## src/rtl/ioch_pkg.sv

```systemverilog
// Constants shared by the equipment-side channel controller.
// Assumes a single 25 MHz clock domain; the channel pins are asynchronous to it.
package ioch_pkg;

    // ****************************************
    // Widths and counts
    // ****************************************
    localparam int DATA_W = 12;
    localparam int STATUS_W = 12;
    localparam int MAX_EQUIP = 8;
    localparam int SYNC_W = DATA_W + 8;

    // ****************************************
    // Reset values
    // ****************************************
    localparam logic [DATA_W-1:0] DATA_RST = 12'h000;
    localparam logic [STATUS_W-1:0] STATUS_RST = 12'h000;
    localparam logic [MAX_EQUIP-1:0] INT_RST = 8'h00;
    localparam logic [SYNC_W-1:0] SYNC_RST = 20'h00000;

    // ****************************************
    // Defaults for the unit identity
    // ****************************************
    // Arbitrary value
    localparam logic [DATA_W-1:0] CONNECT_CODE_DFLT = 12'h001;

    typedef enum logic [1:0] {
        ST_IDLE,
        ST_DRIVE,
        ST_HOLD
    } ioch_state_e;

endpackage : ioch_pkg

```

## src/rtl/ioch_equipment.sv

```systemverilog
// External equipment end of a 12-bit bidirectional data channel.
// Assumes all channel pins are asynchronous and held steady for a full handshake.
// Contract
// - Twelve shared data lines; equipment drives on read, channel drives on write.
// - Each twelve-bit word travels with one bit making the ones count odd.
// - Equipment holds reply for a strobe and releases it when the strobe falls.
// - On connect, equipment able to connect becomes connected and replies.
// - On function, equipment able to perform it starts it and replies.
// - On input, equipment replies right after placing a word on the lines.
// - On output, equipment replies right after sampling the data lines.
// - Equipment answers connect or function with steady reject when unable.
// - On input, equipment answers data strobe with end of record at block end.
// - Parity error rises when data plus parity bit hold an even ones count.
// - Equipment reports its condition on twelve status lines.
// - Up to eight equipments, each owning one interrupt line driven on condition.
`timescale 1ns/100ps
`default_nettype none
module ioch_equipment #(
    parameter logic [ioch_pkg::DATA_W-1:0] CONNECT_CODE = ioch_pkg::CONNECT_CODE_DFLT,
    parameter int UNIT_INDEX = 0
) (
    input wire logic clk,
    input wire logic rstn,
    input wire logic [ioch_pkg::DATA_W-1:0] chDataIn,
    input wire logic chParityIn,
    input wire logic chRead,
    input wire logic chWrite,
    input wire logic chConnect,
    input wire logic chFunction,
    input wire logic chDataStrobe,
    input wire logic chMasterClear,
    input wire logic chRunning,
    output logic [ioch_pkg::DATA_W-1:0] chDataOut,
    output logic chParityOut,
    output logic chDataOe,
    output logic chReply,
    output logic chReject,
    output logic chEndOfRecord,
    output logic chParityError,
    output logic [ioch_pkg::STATUS_W-1:0] chStatus,
    output logic [ioch_pkg::MAX_EQUIP-1:0] chInterrupt,
    input wire logic usrConnectOk,
    input wire logic usrFunctionOk,
    input wire logic [ioch_pkg::STATUS_W-1:0] usrStatus,
    input wire logic usrIntCond,
    input wire logic usrTxValid,
    input wire logic [ioch_pkg::DATA_W-1:0] usrTxData,
    input wire logic usrTxEnd,
    output logic usrTxTaken,
    output logic usrRxValid,
    output logic [ioch_pkg::DATA_W-1:0] usrRxData,
    output logic usrFuncValid,
    output logic [ioch_pkg::DATA_W-1:0] usrFuncCode,
    output logic usrConnected,
    output logic usrMasterClear
);

    // ****************************************
    // Pin synchronisers
    // ****************************************
    logic [ioch_pkg::SYNC_W-1:0] syncA_q;
    logic [ioch_pkg::SYNC_W-1:0] syncA_d;
    logic [ioch_pkg::SYNC_W-1:0] syncB_q;
    logic [ioch_pkg::SYNC_W-1:0] syncB_d;

    always_comb begin
        syncA_d = {chDataIn, chParityIn, chRead, chWrite, chConnect, chFunction,
                   chDataStrobe, chMasterClear, chRunning};
        syncB_d = syncA_q;
    end

    always_ff @(posedge clk or negedge rstn) begin
        if (!rstn) begin
            syncA_q <= ioch_pkg::SYNC_RST;
            syncB_q <= ioch_pkg::SYNC_RST;
        end else begin
            syncA_q <= syncA_d;
            syncB_q <= syncB_d;
        end
    end

    logic [ioch_pkg::DATA_W-1:0] sData;
    logic sParity;
    logic sRead;
    logic sWrite;
    logic sConnect;
    logic sFunction;
    logic sStrobe;
    logic sMasterClear;
    logic sRunning;

    assign {sData, sParity, sRead, sWrite, sConnect, sFunction, sStrobe, sMasterClear, sRunning} = syncB_q;

    // ****************************************
    // Parity
    // ****************************************
    logic rxParityOk;
    logic txParityBit;

    ioch_parity #(.WIDTH(ioch_pkg::DATA_W)) rxParity (
        .word(sData),
        .parityIn(sParity),
        .parityGen(),
        .parityOk(rxParityOk)
    );

    ioch_parity #(.WIDTH(ioch_pkg::DATA_W)) txParity (
        .word(usrTxData),
        .parityIn(1'b0),
        .parityGen(txParityBit),
        .parityOk()
    );

    // ****************************************
    // Handshake state
    // ****************************************
    ioch_pkg::ioch_state_e state_q;
    ioch_pkg::ioch_state_e state_d;
    logic connected_q, connected_d;
    logic reply_q, reply_d;
    logic reject_q, reject_d;
    logic eor_q, eor_d;
    logic oe_q, oe_d;
    logic [ioch_pkg::DATA_W-1:0] dataOut_q, dataOut_d;
    logic parityOut_q, parityOut_d;
    logic parErr_q, parErr_d;
    logic txTaken_q, txTaken_d;
    logic rxValid_q, rxValid_d;
    logic [ioch_pkg::DATA_W-1:0] rxData_q, rxData_d;
    logic funcValid_q, funcValid_d;
    logic [ioch_pkg::DATA_W-1:0] funcCode_q, funcCode_d;
    logic anyStrobe;

    assign anyStrobe = sConnect | sFunction | sStrobe;

    always_comb begin
        state_d = state_q;
        connected_d = connected_q;
        reply_d = reply_q;
        reject_d = reject_q;
        eor_d = eor_q;
        oe_d = oe_q;
        dataOut_d = dataOut_q;
        parityOut_d = parityOut_q;
        parErr_d = parErr_q;
        rxData_d = rxData_q;
        funcCode_d = funcCode_q;
        txTaken_d = 1'b0;
        rxValid_d = 1'b0;
        funcValid_d = 1'b0;
        if (sMasterClear) begin
            // Back to zero state, disconnected, lines released
            state_d = ioch_pkg::ST_IDLE;
            connected_d = 1'b0;
            reply_d = 1'b0;
            reject_d = 1'b0;
            eor_d = 1'b0;
            oe_d = 1'b0;
            dataOut_d = ioch_pkg::DATA_RST;
            parityOut_d = 1'b0;
            parErr_d = 1'b0;
            rxData_d = ioch_pkg::DATA_RST;
            funcCode_d = ioch_pkg::DATA_RST;
        end else begin
            unique case (state_q)
                ioch_pkg::ST_IDLE: begin
                    if (sConnect) begin
                        parErr_d = ~rxParityOk;
                        state_d = ioch_pkg::ST_HOLD;
                        if (sData != CONNECT_CODE) begin
                            // Another unit addressed; stay silent
                            connected_d = 1'b0;
                        end else if (usrConnectOk && rxParityOk) begin
                            connected_d = 1'b1;
                            reply_d = 1'b1;
                        end else begin
                            reject_d = 1'b1;
                        end
                    end else if (sFunction && connected_q) begin
                        parErr_d = ~rxParityOk;
                        state_d = ioch_pkg::ST_HOLD;
                        if (usrFunctionOk && rxParityOk) begin
                            funcCode_d = sData;
                            funcValid_d = 1'b1;
                            reply_d = 1'b1;
                        end else begin
                            reject_d = 1'b1;
                        end
                    end else if (sStrobe && connected_q && sRead) begin
                        if (usrTxEnd) begin
                            eor_d = 1'b1;
                            state_d = ioch_pkg::ST_HOLD;
                        end else if (usrTxValid) begin
                            dataOut_d = usrTxData;
                            parityOut_d = txParityBit;
                            oe_d = 1'b1;
                            txTaken_d = 1'b1;
                            state_d = ioch_pkg::ST_DRIVE;
                        end
                    end else if (sStrobe && connected_q && sWrite) begin
                        rxData_d = sData;
                        rxValid_d = 1'b1;
                        parErr_d = ~rxParityOk;
                        reply_d = 1'b1;
                        state_d = ioch_pkg::ST_HOLD;
                    end
                end
                ioch_pkg::ST_DRIVE: begin
                    // Word stood on the lines for one cycle before reply
                    reply_d = 1'b1;
                    state_d = ioch_pkg::ST_HOLD;
                end
                ioch_pkg::ST_HOLD: begin
                    if (!anyStrobe) begin
                        reply_d = 1'b0;
                        reject_d = 1'b0;
                        eor_d = 1'b0;
                        oe_d = 1'b0;
                        state_d = ioch_pkg::ST_IDLE;
                    end
                end
            endcase
        end
    end

    always_ff @(posedge clk or negedge rstn) begin
        if (!rstn) begin
            state_q <= ioch_pkg::ST_IDLE;
            connected_q <= 1'b0;
            reply_q <= 1'b0;
            reject_q <= 1'b0;
            eor_q <= 1'b0;
            oe_q <= 1'b0;
            dataOut_q <= ioch_pkg::DATA_RST;
            parityOut_q <= 1'b0;
            parErr_q <= 1'b0;
            txTaken_q <= 1'b0;
            rxValid_q <= 1'b0;
            rxData_q <= ioch_pkg::DATA_RST;
            funcValid_q <= 1'b0;
            funcCode_q <= ioch_pkg::DATA_RST;
        end else begin
            state_q <= state_d;
            connected_q <= connected_d;
            reply_q <= reply_d;
            reject_q <= reject_d;
            eor_q <= eor_d;
            oe_q <= oe_d;
            dataOut_q <= dataOut_d;
            parityOut_q <= parityOut_d;
            parErr_q <= parErr_d;
            txTaken_q <= txTaken_d;
            rxValid_q <= rxValid_d;
            rxData_q <= rxData_d;
            funcValid_q <= funcValid_d;
            funcCode_q <= funcCode_d;
        end
    end

    // ****************************************
    // Status, interrupt and clear indication
    // ****************************************
    logic [ioch_pkg::STATUS_W-1:0] status_q, status_d;
    logic [ioch_pkg::MAX_EQUIP-1:0] int_q, int_d;
    logic mclr_q, mclr_d;

    always_comb begin
        status_d = sMasterClear ? ioch_pkg::STATUS_RST : usrStatus;
        mclr_d = sMasterClear;
    end

    // Only the line owned by this unit is ever raised
    for (genvar i = 0; i < ioch_pkg::MAX_EQUIP; i++) begin : gIntLine
        always_comb begin
            int_d[i] = (i == UNIT_INDEX) && usrIntCond && sRunning && !sMasterClear;
        end
    end

    always_ff @(posedge clk or negedge rstn) begin
        if (!rstn) begin
            status_q <= ioch_pkg::STATUS_RST;
            int_q <= ioch_pkg::INT_RST;
            mclr_q <= 1'b0;
        end else begin
            status_q <= status_d;
            int_q <= int_d;
            mclr_q <= mclr_d;
        end
    end

    // ****************************************
    // Outputs
    // ****************************************
    assign chDataOut = dataOut_q;
    assign chParityOut = parityOut_q;
    assign chDataOe = oe_q;
    assign chReply = reply_q;
    assign chReject = reject_q;
    assign chEndOfRecord = eor_q;
    assign chParityError = parErr_q;
    assign chStatus = status_q;
    assign chInterrupt = int_q;
    assign usrTxTaken = txTaken_q;
    assign usrRxValid = rxValid_q;
    assign usrRxData = rxData_q;
    assign usrFuncValid = funcValid_q;
    assign usrFuncCode = funcCode_q;
    assign usrConnected = connected_q;
    assign usrMasterClear = mclr_q;

endmodule : ioch_equipment
`default_nettype wire

```

## src/rtl/ioch_parity.sv

```systemverilog
// Odd parity generator and checker for one channel word.
// Purely combinational; the caller registers the results.
`timescale 1ns/100ps
`default_nettype none
module ioch_parity #(
    parameter int WIDTH = ioch_pkg::DATA_W
) (
    input wire logic [WIDTH-1:0] word,
    input wire logic parityIn,
    output logic parityGen,
    output logic parityOk
);

    // Bit that makes the count of ones in word plus bit odd
    assign parityGen = ~^word;
    // Even count of ones over word and bit is an error
    assign parityOk = ^{word, parityIn};

endmodule : ioch_parity
`default_nettype wire

```

## config.mk

```make
export PLATFORM = sky130hd
export DESIGN_NAME = ioch_equipment
export DESIGN_NICKNAME = d
export VERILOG_FILES = /design/src/rtl/ioch_pkg.sv /design/src/rtl/ioch_equipment.sv /design/src/rtl/ioch_parity.sv
export SDC_FILE = /design/constraint.sdc
export NUM_CORES = 1
export LEC_CHECK = 0
export BUFFER_PORTS_ARGS = -buffer_cell sky130_fd_sc_hd__buf_2
export CORE_MARGIN = 2
export CORE_UTILIZATION = 50
export CTS_CLUSTER_DIAMETER = 100
export CTS_CLUSTER_SIZE = 25
export DETAILED_ROUTE_END_ITERATION = 12
export PLACE_DENSITY = 0.78
export SLEW_MARGIN = 20
export SYNTH_ARGS = -nofsm -noshare
export SYNTH_HDL_FRONTEND = slang
export SYNTH_SLANG_ARGS = --single-unit
```

## constraint.sdc

```tcl
create_clock -name clk -period 2.5 [get_ports clk]
set_input_delay 0.125 -clock clk [delete_from_list [all_inputs] [get_ports clk]]
set_output_delay 0.125 -clock clk [all_outputs]
set_load 0.02 [all_outputs]
```

Yosys cells after proc, flatten, opt, wreduce, memory -nomap -nowiden
Cells that the tools add are included.
{"block": "op_classes", "eq_ne": 25, "n_mux": 93, "bitwise": 3, "reduce_logical": 32}
{"operator": "$mux W12", "count": 19}
{"operator": "$mux W1", "count": 61}
{"operator": "$ne A4 B4 Y1 const B", "count": 6}
{"operator": "$reduce_and A6 Y1", "count": 4}
{"operator": "$ne A3 B3 Y1 const B", "count": 7}
{"operator": "$mux W2", "count": 8}
{"operator": "$ne A5 B5 Y1 const B", "count": 3}
{"operator": "$reduce_bool A2 Y1", "count": 7}
{"operator": "$reduce_xor A13 Y1", "count": 1}
{"operator": "$ne A12 B1 Y1 const B", "count": 1}
{"operator": "$reduce_xnor A12 Y1", "count": 1}
{"operator": "$reduce_and A3 Y1", "count": 3}
{"operator": "$logic_and A1 B1 Y1", "count": 8}
{"operator": "$ne A7 B7 Y1 const B", "count": 1}
{"operator": "$reduce_and A7 Y1", "count": 1}
{"operator": "$ne A2 B2 Y1 const B", "count": 3}
{"operator": "$ne A6 B6 Y1 const B", "count": 1}
{"operator": "$pmux W1 S2", "count": 3}
{"operator": "$pmux W2 S3", "count": 1}
{"operator": "$reduce_bool A3 Y1", "count": 2}
{"operator": "$reduce_and A5 Y1", "count": 1}
{"operator": "$reduce_and A4 Y1", "count": 1}
{"operator": "$reduce_bool A4 Y1", "count": 1}
{"operator": "$pmux W1 S3", "count": 1}
{"operator": "7 further kinds", "count": 8}
{"block": "totals", "regBits": 102, "output_inout_bits": 67, "wordCells": 172}

Longest topological paths before layout
{"block": "logic_depth", "ltp_word": 8, "mapped_depth": 8, "depth_no_buf": 8}

Hierarchy
A second synthesis with hierarchy kept.
{"block": "hier_totals", "cells_unflattened": 287, "hier_area_um2": 3985.1}
{"module": "ioch_equipment", "n_inst": 1, "cells_each": 263, "area_each_um2": 3644.7, "seq_area_each_um2": 2552.4}
{"module": "ioch_parity", "n_inst": 2, "cells_each": 12, "area_each_um2": 170.2, "seq_area_each_um2": 0.0}

Worst setup path before layout
Ideal clock, no wire load.
{"block": "synth_path", "path_kind": "flip-flop to flip-flop", "from": "reg syncB_q[14] (netlist bit)", "to": "reg reply_q (netlist: chReply)", "setup_ns": 0.128, "arrival_time_ns": 1.895, "t_required_ns": 2.372, "slack_ns": 0.477, "stages_incl_launch_ff": 7, "n_path_buf": 0, "cell_sequence": "dfrtp_1 -> xor2_1 -> xnor3_2 -> xnor2_4 -> a21boi_2 -> nor4_2 -> mux2_1"}
{"block": "synth_between", "elab_chain_cells": 4, "elab_cells_between_ends": 8, "classes_between": "eq/ne (4); reduce/logical (4)"}
{"element": "start: declaration", "line": "ioch_equipment.sv:63", "source": "logic [ioch_pkg::SYNC_W-1:0] syncB_q;"}
{"element": "start signal: assignment", "line": "ioch_equipment.sv:75", "source": "syncB_q <= ioch_pkg::SYNC_RST;"}
{"element": "start signal: assignment", "line": "ioch_equipment.sv:78", "source": "syncB_q <= syncB_d;"}
{"element": "$reduce_xor A13 Y1", "line": "ioch_parity.sv:17", "source": "assign parityOk = ^{word, parityIn};"}
{"element": "$logic_and A1 B1 Y1 (on tied branches)", "line": "ioch_equipment.sv:182, ioch_equipment.sv:173"}
{"element": "$ne A5 B5 Y1 (no source line) or $ne A4 B4 Y1 (tied branches)"}
{"element": "$reduce_and A6 Y1 (no source line) (*)"}
{"element": "end signal: assignment", "line": "ioch_equipment.sv:245", "source": "reply_q <= reply_d;"}
{"element": "end: declaration", "line": "ioch_equipment.sv:120", "source": "logic reply_q, reply_d;"}
Mark *: on every way between the ends. The rest lies on a longest branch, timed or not.
A chain may end at the register's enable or synchronous reset.

Worst setup path in the final report
{"block": "layout_path", "from": "reg syncB_q[8] (netlist bit)", "to": "reg reply_q (netlist: chReply)"}
Same word-level chain as after synthesis.

==> key figures <==
Global route
  – Initial antenna violation count: 0
  – GRT Overall Usage: 0.198
  – Grt ovf: 0
  – Vias in the first global route: 2,666
  – First-pass GRT wire length: 12,800 um
  – Pin count of the biggest net entering global routing: 53

Clock network
  – H-tree depth: 3
  – Clk root buf: clkbuf_8
  – Cts repair resizes: 0
  – Clock Path Buffers: 2
  – CTS tree: yes
  – CTS buffer count: 9
  – Clock Pin Slew Worst Setup and Hold Paths: 0.09 ns
  – Clock Sinks: 102
  – Clock Latency Late Sink: 0.35 ns

Timing
  – Endpoints failing hold: 0
  – Setup violations, final: 0
  – Final Skew: 0.0120 ns
  – Unrepaired setup endpoints after global routing: no
  – Final period util: 0.894
  – Slew Viols, Final: 0
  – Slew Limit Headroom: 0.284
  – Tmin final: 2.24 ns
  – Slew at the pin with the worst max-slew slack: 1.07 ns
  – Post-route setup TNS: 0 ns
  – Fmax: 0.447 GHz

Synth
  – Syn avg cell area: 14.6 um^2
  – Synth top area share: 0.679
  – Largest cells by area after synthesis: dfrtp_1 68%, a22o_1 8.2%, xnor2_1 3.5%
  – Commonest cells post-synth: 102 x dfrtp_1, 35 x a22o_1, 15 x xnor2_1
  – Netlist Area Pre-Place: 3760 um^2
  – Post-synth EDFFs: 0
  – #FFs+latches synth: 102
  – Dominant synthesized flop cell: dfrtp_1
  – Post-Syn Instances: 258
  – Yosys cell types: 48
  – Yosys warnings: 0
  – Yosys top cell by area: dfrtp_1
  – Sequential area share after synthesis: 0.679
  – Ys async rst share: 1.00
  – Most numerous cell in the Yosys netlist: dfrtp_1

Final layout
  – Area delta synth->final: 30.4%
  – Share of cells above drive strength 1: 0.347
  – Layout Nets: 459
  – Final Util: 0.676
  – ANT cells: 0

Drt
  – Final antenna-violating net count: 0
  – Residual DRC: 0
  – DR pass1 iterations: 5
  – Initial DRC count: 135
  – Via count: 2,533
  – DR WL/cell: 15.3 um
  – Post-Route WL: 7760 um
  – Routed vias/inst: 4.99

Power
  – Cell Pwr Density: 672 nW/um^2
  – Leakage: 0.00250 uW
  – Worst vdd ir: 0.000396 V

Critical path
  – Critical path startpoint: syncB_q[8]
  – RR Startpoint: syncB_q[8]
  – Reg2reg path depth: 6
  – Critical path peak fanout: 7
  – Crit end category: flip-flop
  – Crit path DAT: 2.47 ns
  – Worst EP required: 2.73 ns
  – CP startpoint kind: flip-flop
  – Crit path kind: flip-flop to flip-flop

Floorplan
  – Core Region: 7250 um^2
  – Die span in x: 90.7 um
  – Ports: 118
  – DIE AREA: 8230 um^2
  – Core Rows: 31
  – Die Span Y: 90.7 um
  – Initial Utilization: 0.518

Placement
  – Input/output buffers: 110
  – GP Congestion: 0.841
  – Post-detail-place hpwl: 5320 um

Hold path
  – Worst Min Path Start: usrTxData[8]
  – Hold WC Path Type: input port to flip-flop
  – Hold Path Depth: 2

Status
  – Status: finished clean

Flow run
  – Max cap viols: 0
registers in the layout, indices dropped and copies added, names as in the netlist, 2 cells and up:
signal / count
syncA_q: 20
usrFuncCode: 12
syncB_q: 20
chDataOut: 12
state_q: 2
usrRxData: 12
chStatus: 12
final cells by class:
type                    count  area (um^2)
flip-flops and latches    102         2550
fillers                   558         2350
multi-input cells         143         1130
repair buffers            146          918
clock buffers              10          128
well taps                  99          124
clock inverters             5         35.0
inverters                   3         11.3
cells in the final DEF (no fill, tap or decap), types with 2 or more instances in the layout:
master and count:
buf_2 109, dfrtp_1 102, a22o_1 35, dlygate4sd3_1 33, xnor2_1 15, nor2b_1 14, nor2_1 11, clkbuf_8 9
conb_1 7, nand2_1 5, o21a_1 5, a21oi_1 5, inv_1 3, mux2_2 3, ha_1 3, buf_4 3
nor3_1 2, xnor3_2 2, nand3_1 2, and2_1 2, nor4_1 2, o21ai_0 2, and3_1 2, a22o_2 2
clkinv_2 2
timing repair:
action                                 CTS  global route
hold buffers                            33             0
setup endpoints to repair                0             0
setup buffers                            0             0
endpoints found under the hold margin   82             0
where the power goes:
part,total (uW),internal [uW],switching (uW)
clock network,877,359,518
registers,1800,1740,60.1
logic,622,284,337
critical path, cell delays in order (launching register included):
cell	delay [ns]
dfrtp_1	0.42
xnor3_1	0.40
xnor3_2	0.31
xnor2_4	0.27
a21boi_2	0.10
nor4_2	0.26
mux2_1	0.34
path summary, 6_finish.rpt:
| path | end | slack [ns] |
|---|---|---|
| setup reg to reg | chReply | 0.26 |
| hold reg to reg | syncB_q[2] | 0.35 |
| hold / removal | chDataOut[8] | 0.02 |
| max in group asynchronous | chReject | 1.48 |
| setup / recovery | chReply | 0.26 |
| min in group asynchronous | syncA_q[15] | 0.33 |
kinds of logic after synthesis:
group           count (synthesis)  synth area share
compound gates                 59             0.131
xor+xnor                       20            0.0632
fa+ha+maj                       3           0.00998
buf+inv                        19            0.0273
flops                         102             0.679
mux                             5            0.0146
other cells                     1          0.000997
simple gates                   49            0.0735
per-layer routing:
metal / up-vias / global-route usage / wire length (um)
li1: 1191 / - / -
met1: 1242 / 0.267 / 3430
met2: 89 / 0.312 / 3820
met3: 11 / 0.0459 / 398
met4: 0 / 0.0821 / 108
met5: - / 0 / 0
through the flow:
stage               hold WS (ns)  area (um^2)  power (uW)  setup WS, ns  std cells
finish                    0.0163         4900        3300         0.264        508
global route              0.0135         4900        3480         0.144        508
CTS                      0.00498         4900        3330         0.252        508
detailed placement         0.194         4400        2420         0.265        460
floorplan                 -0.171         3780        2220         0.477        264
global placement           0.183         4400        2390         0.399        460
Power figures use the tool's default switching activity.
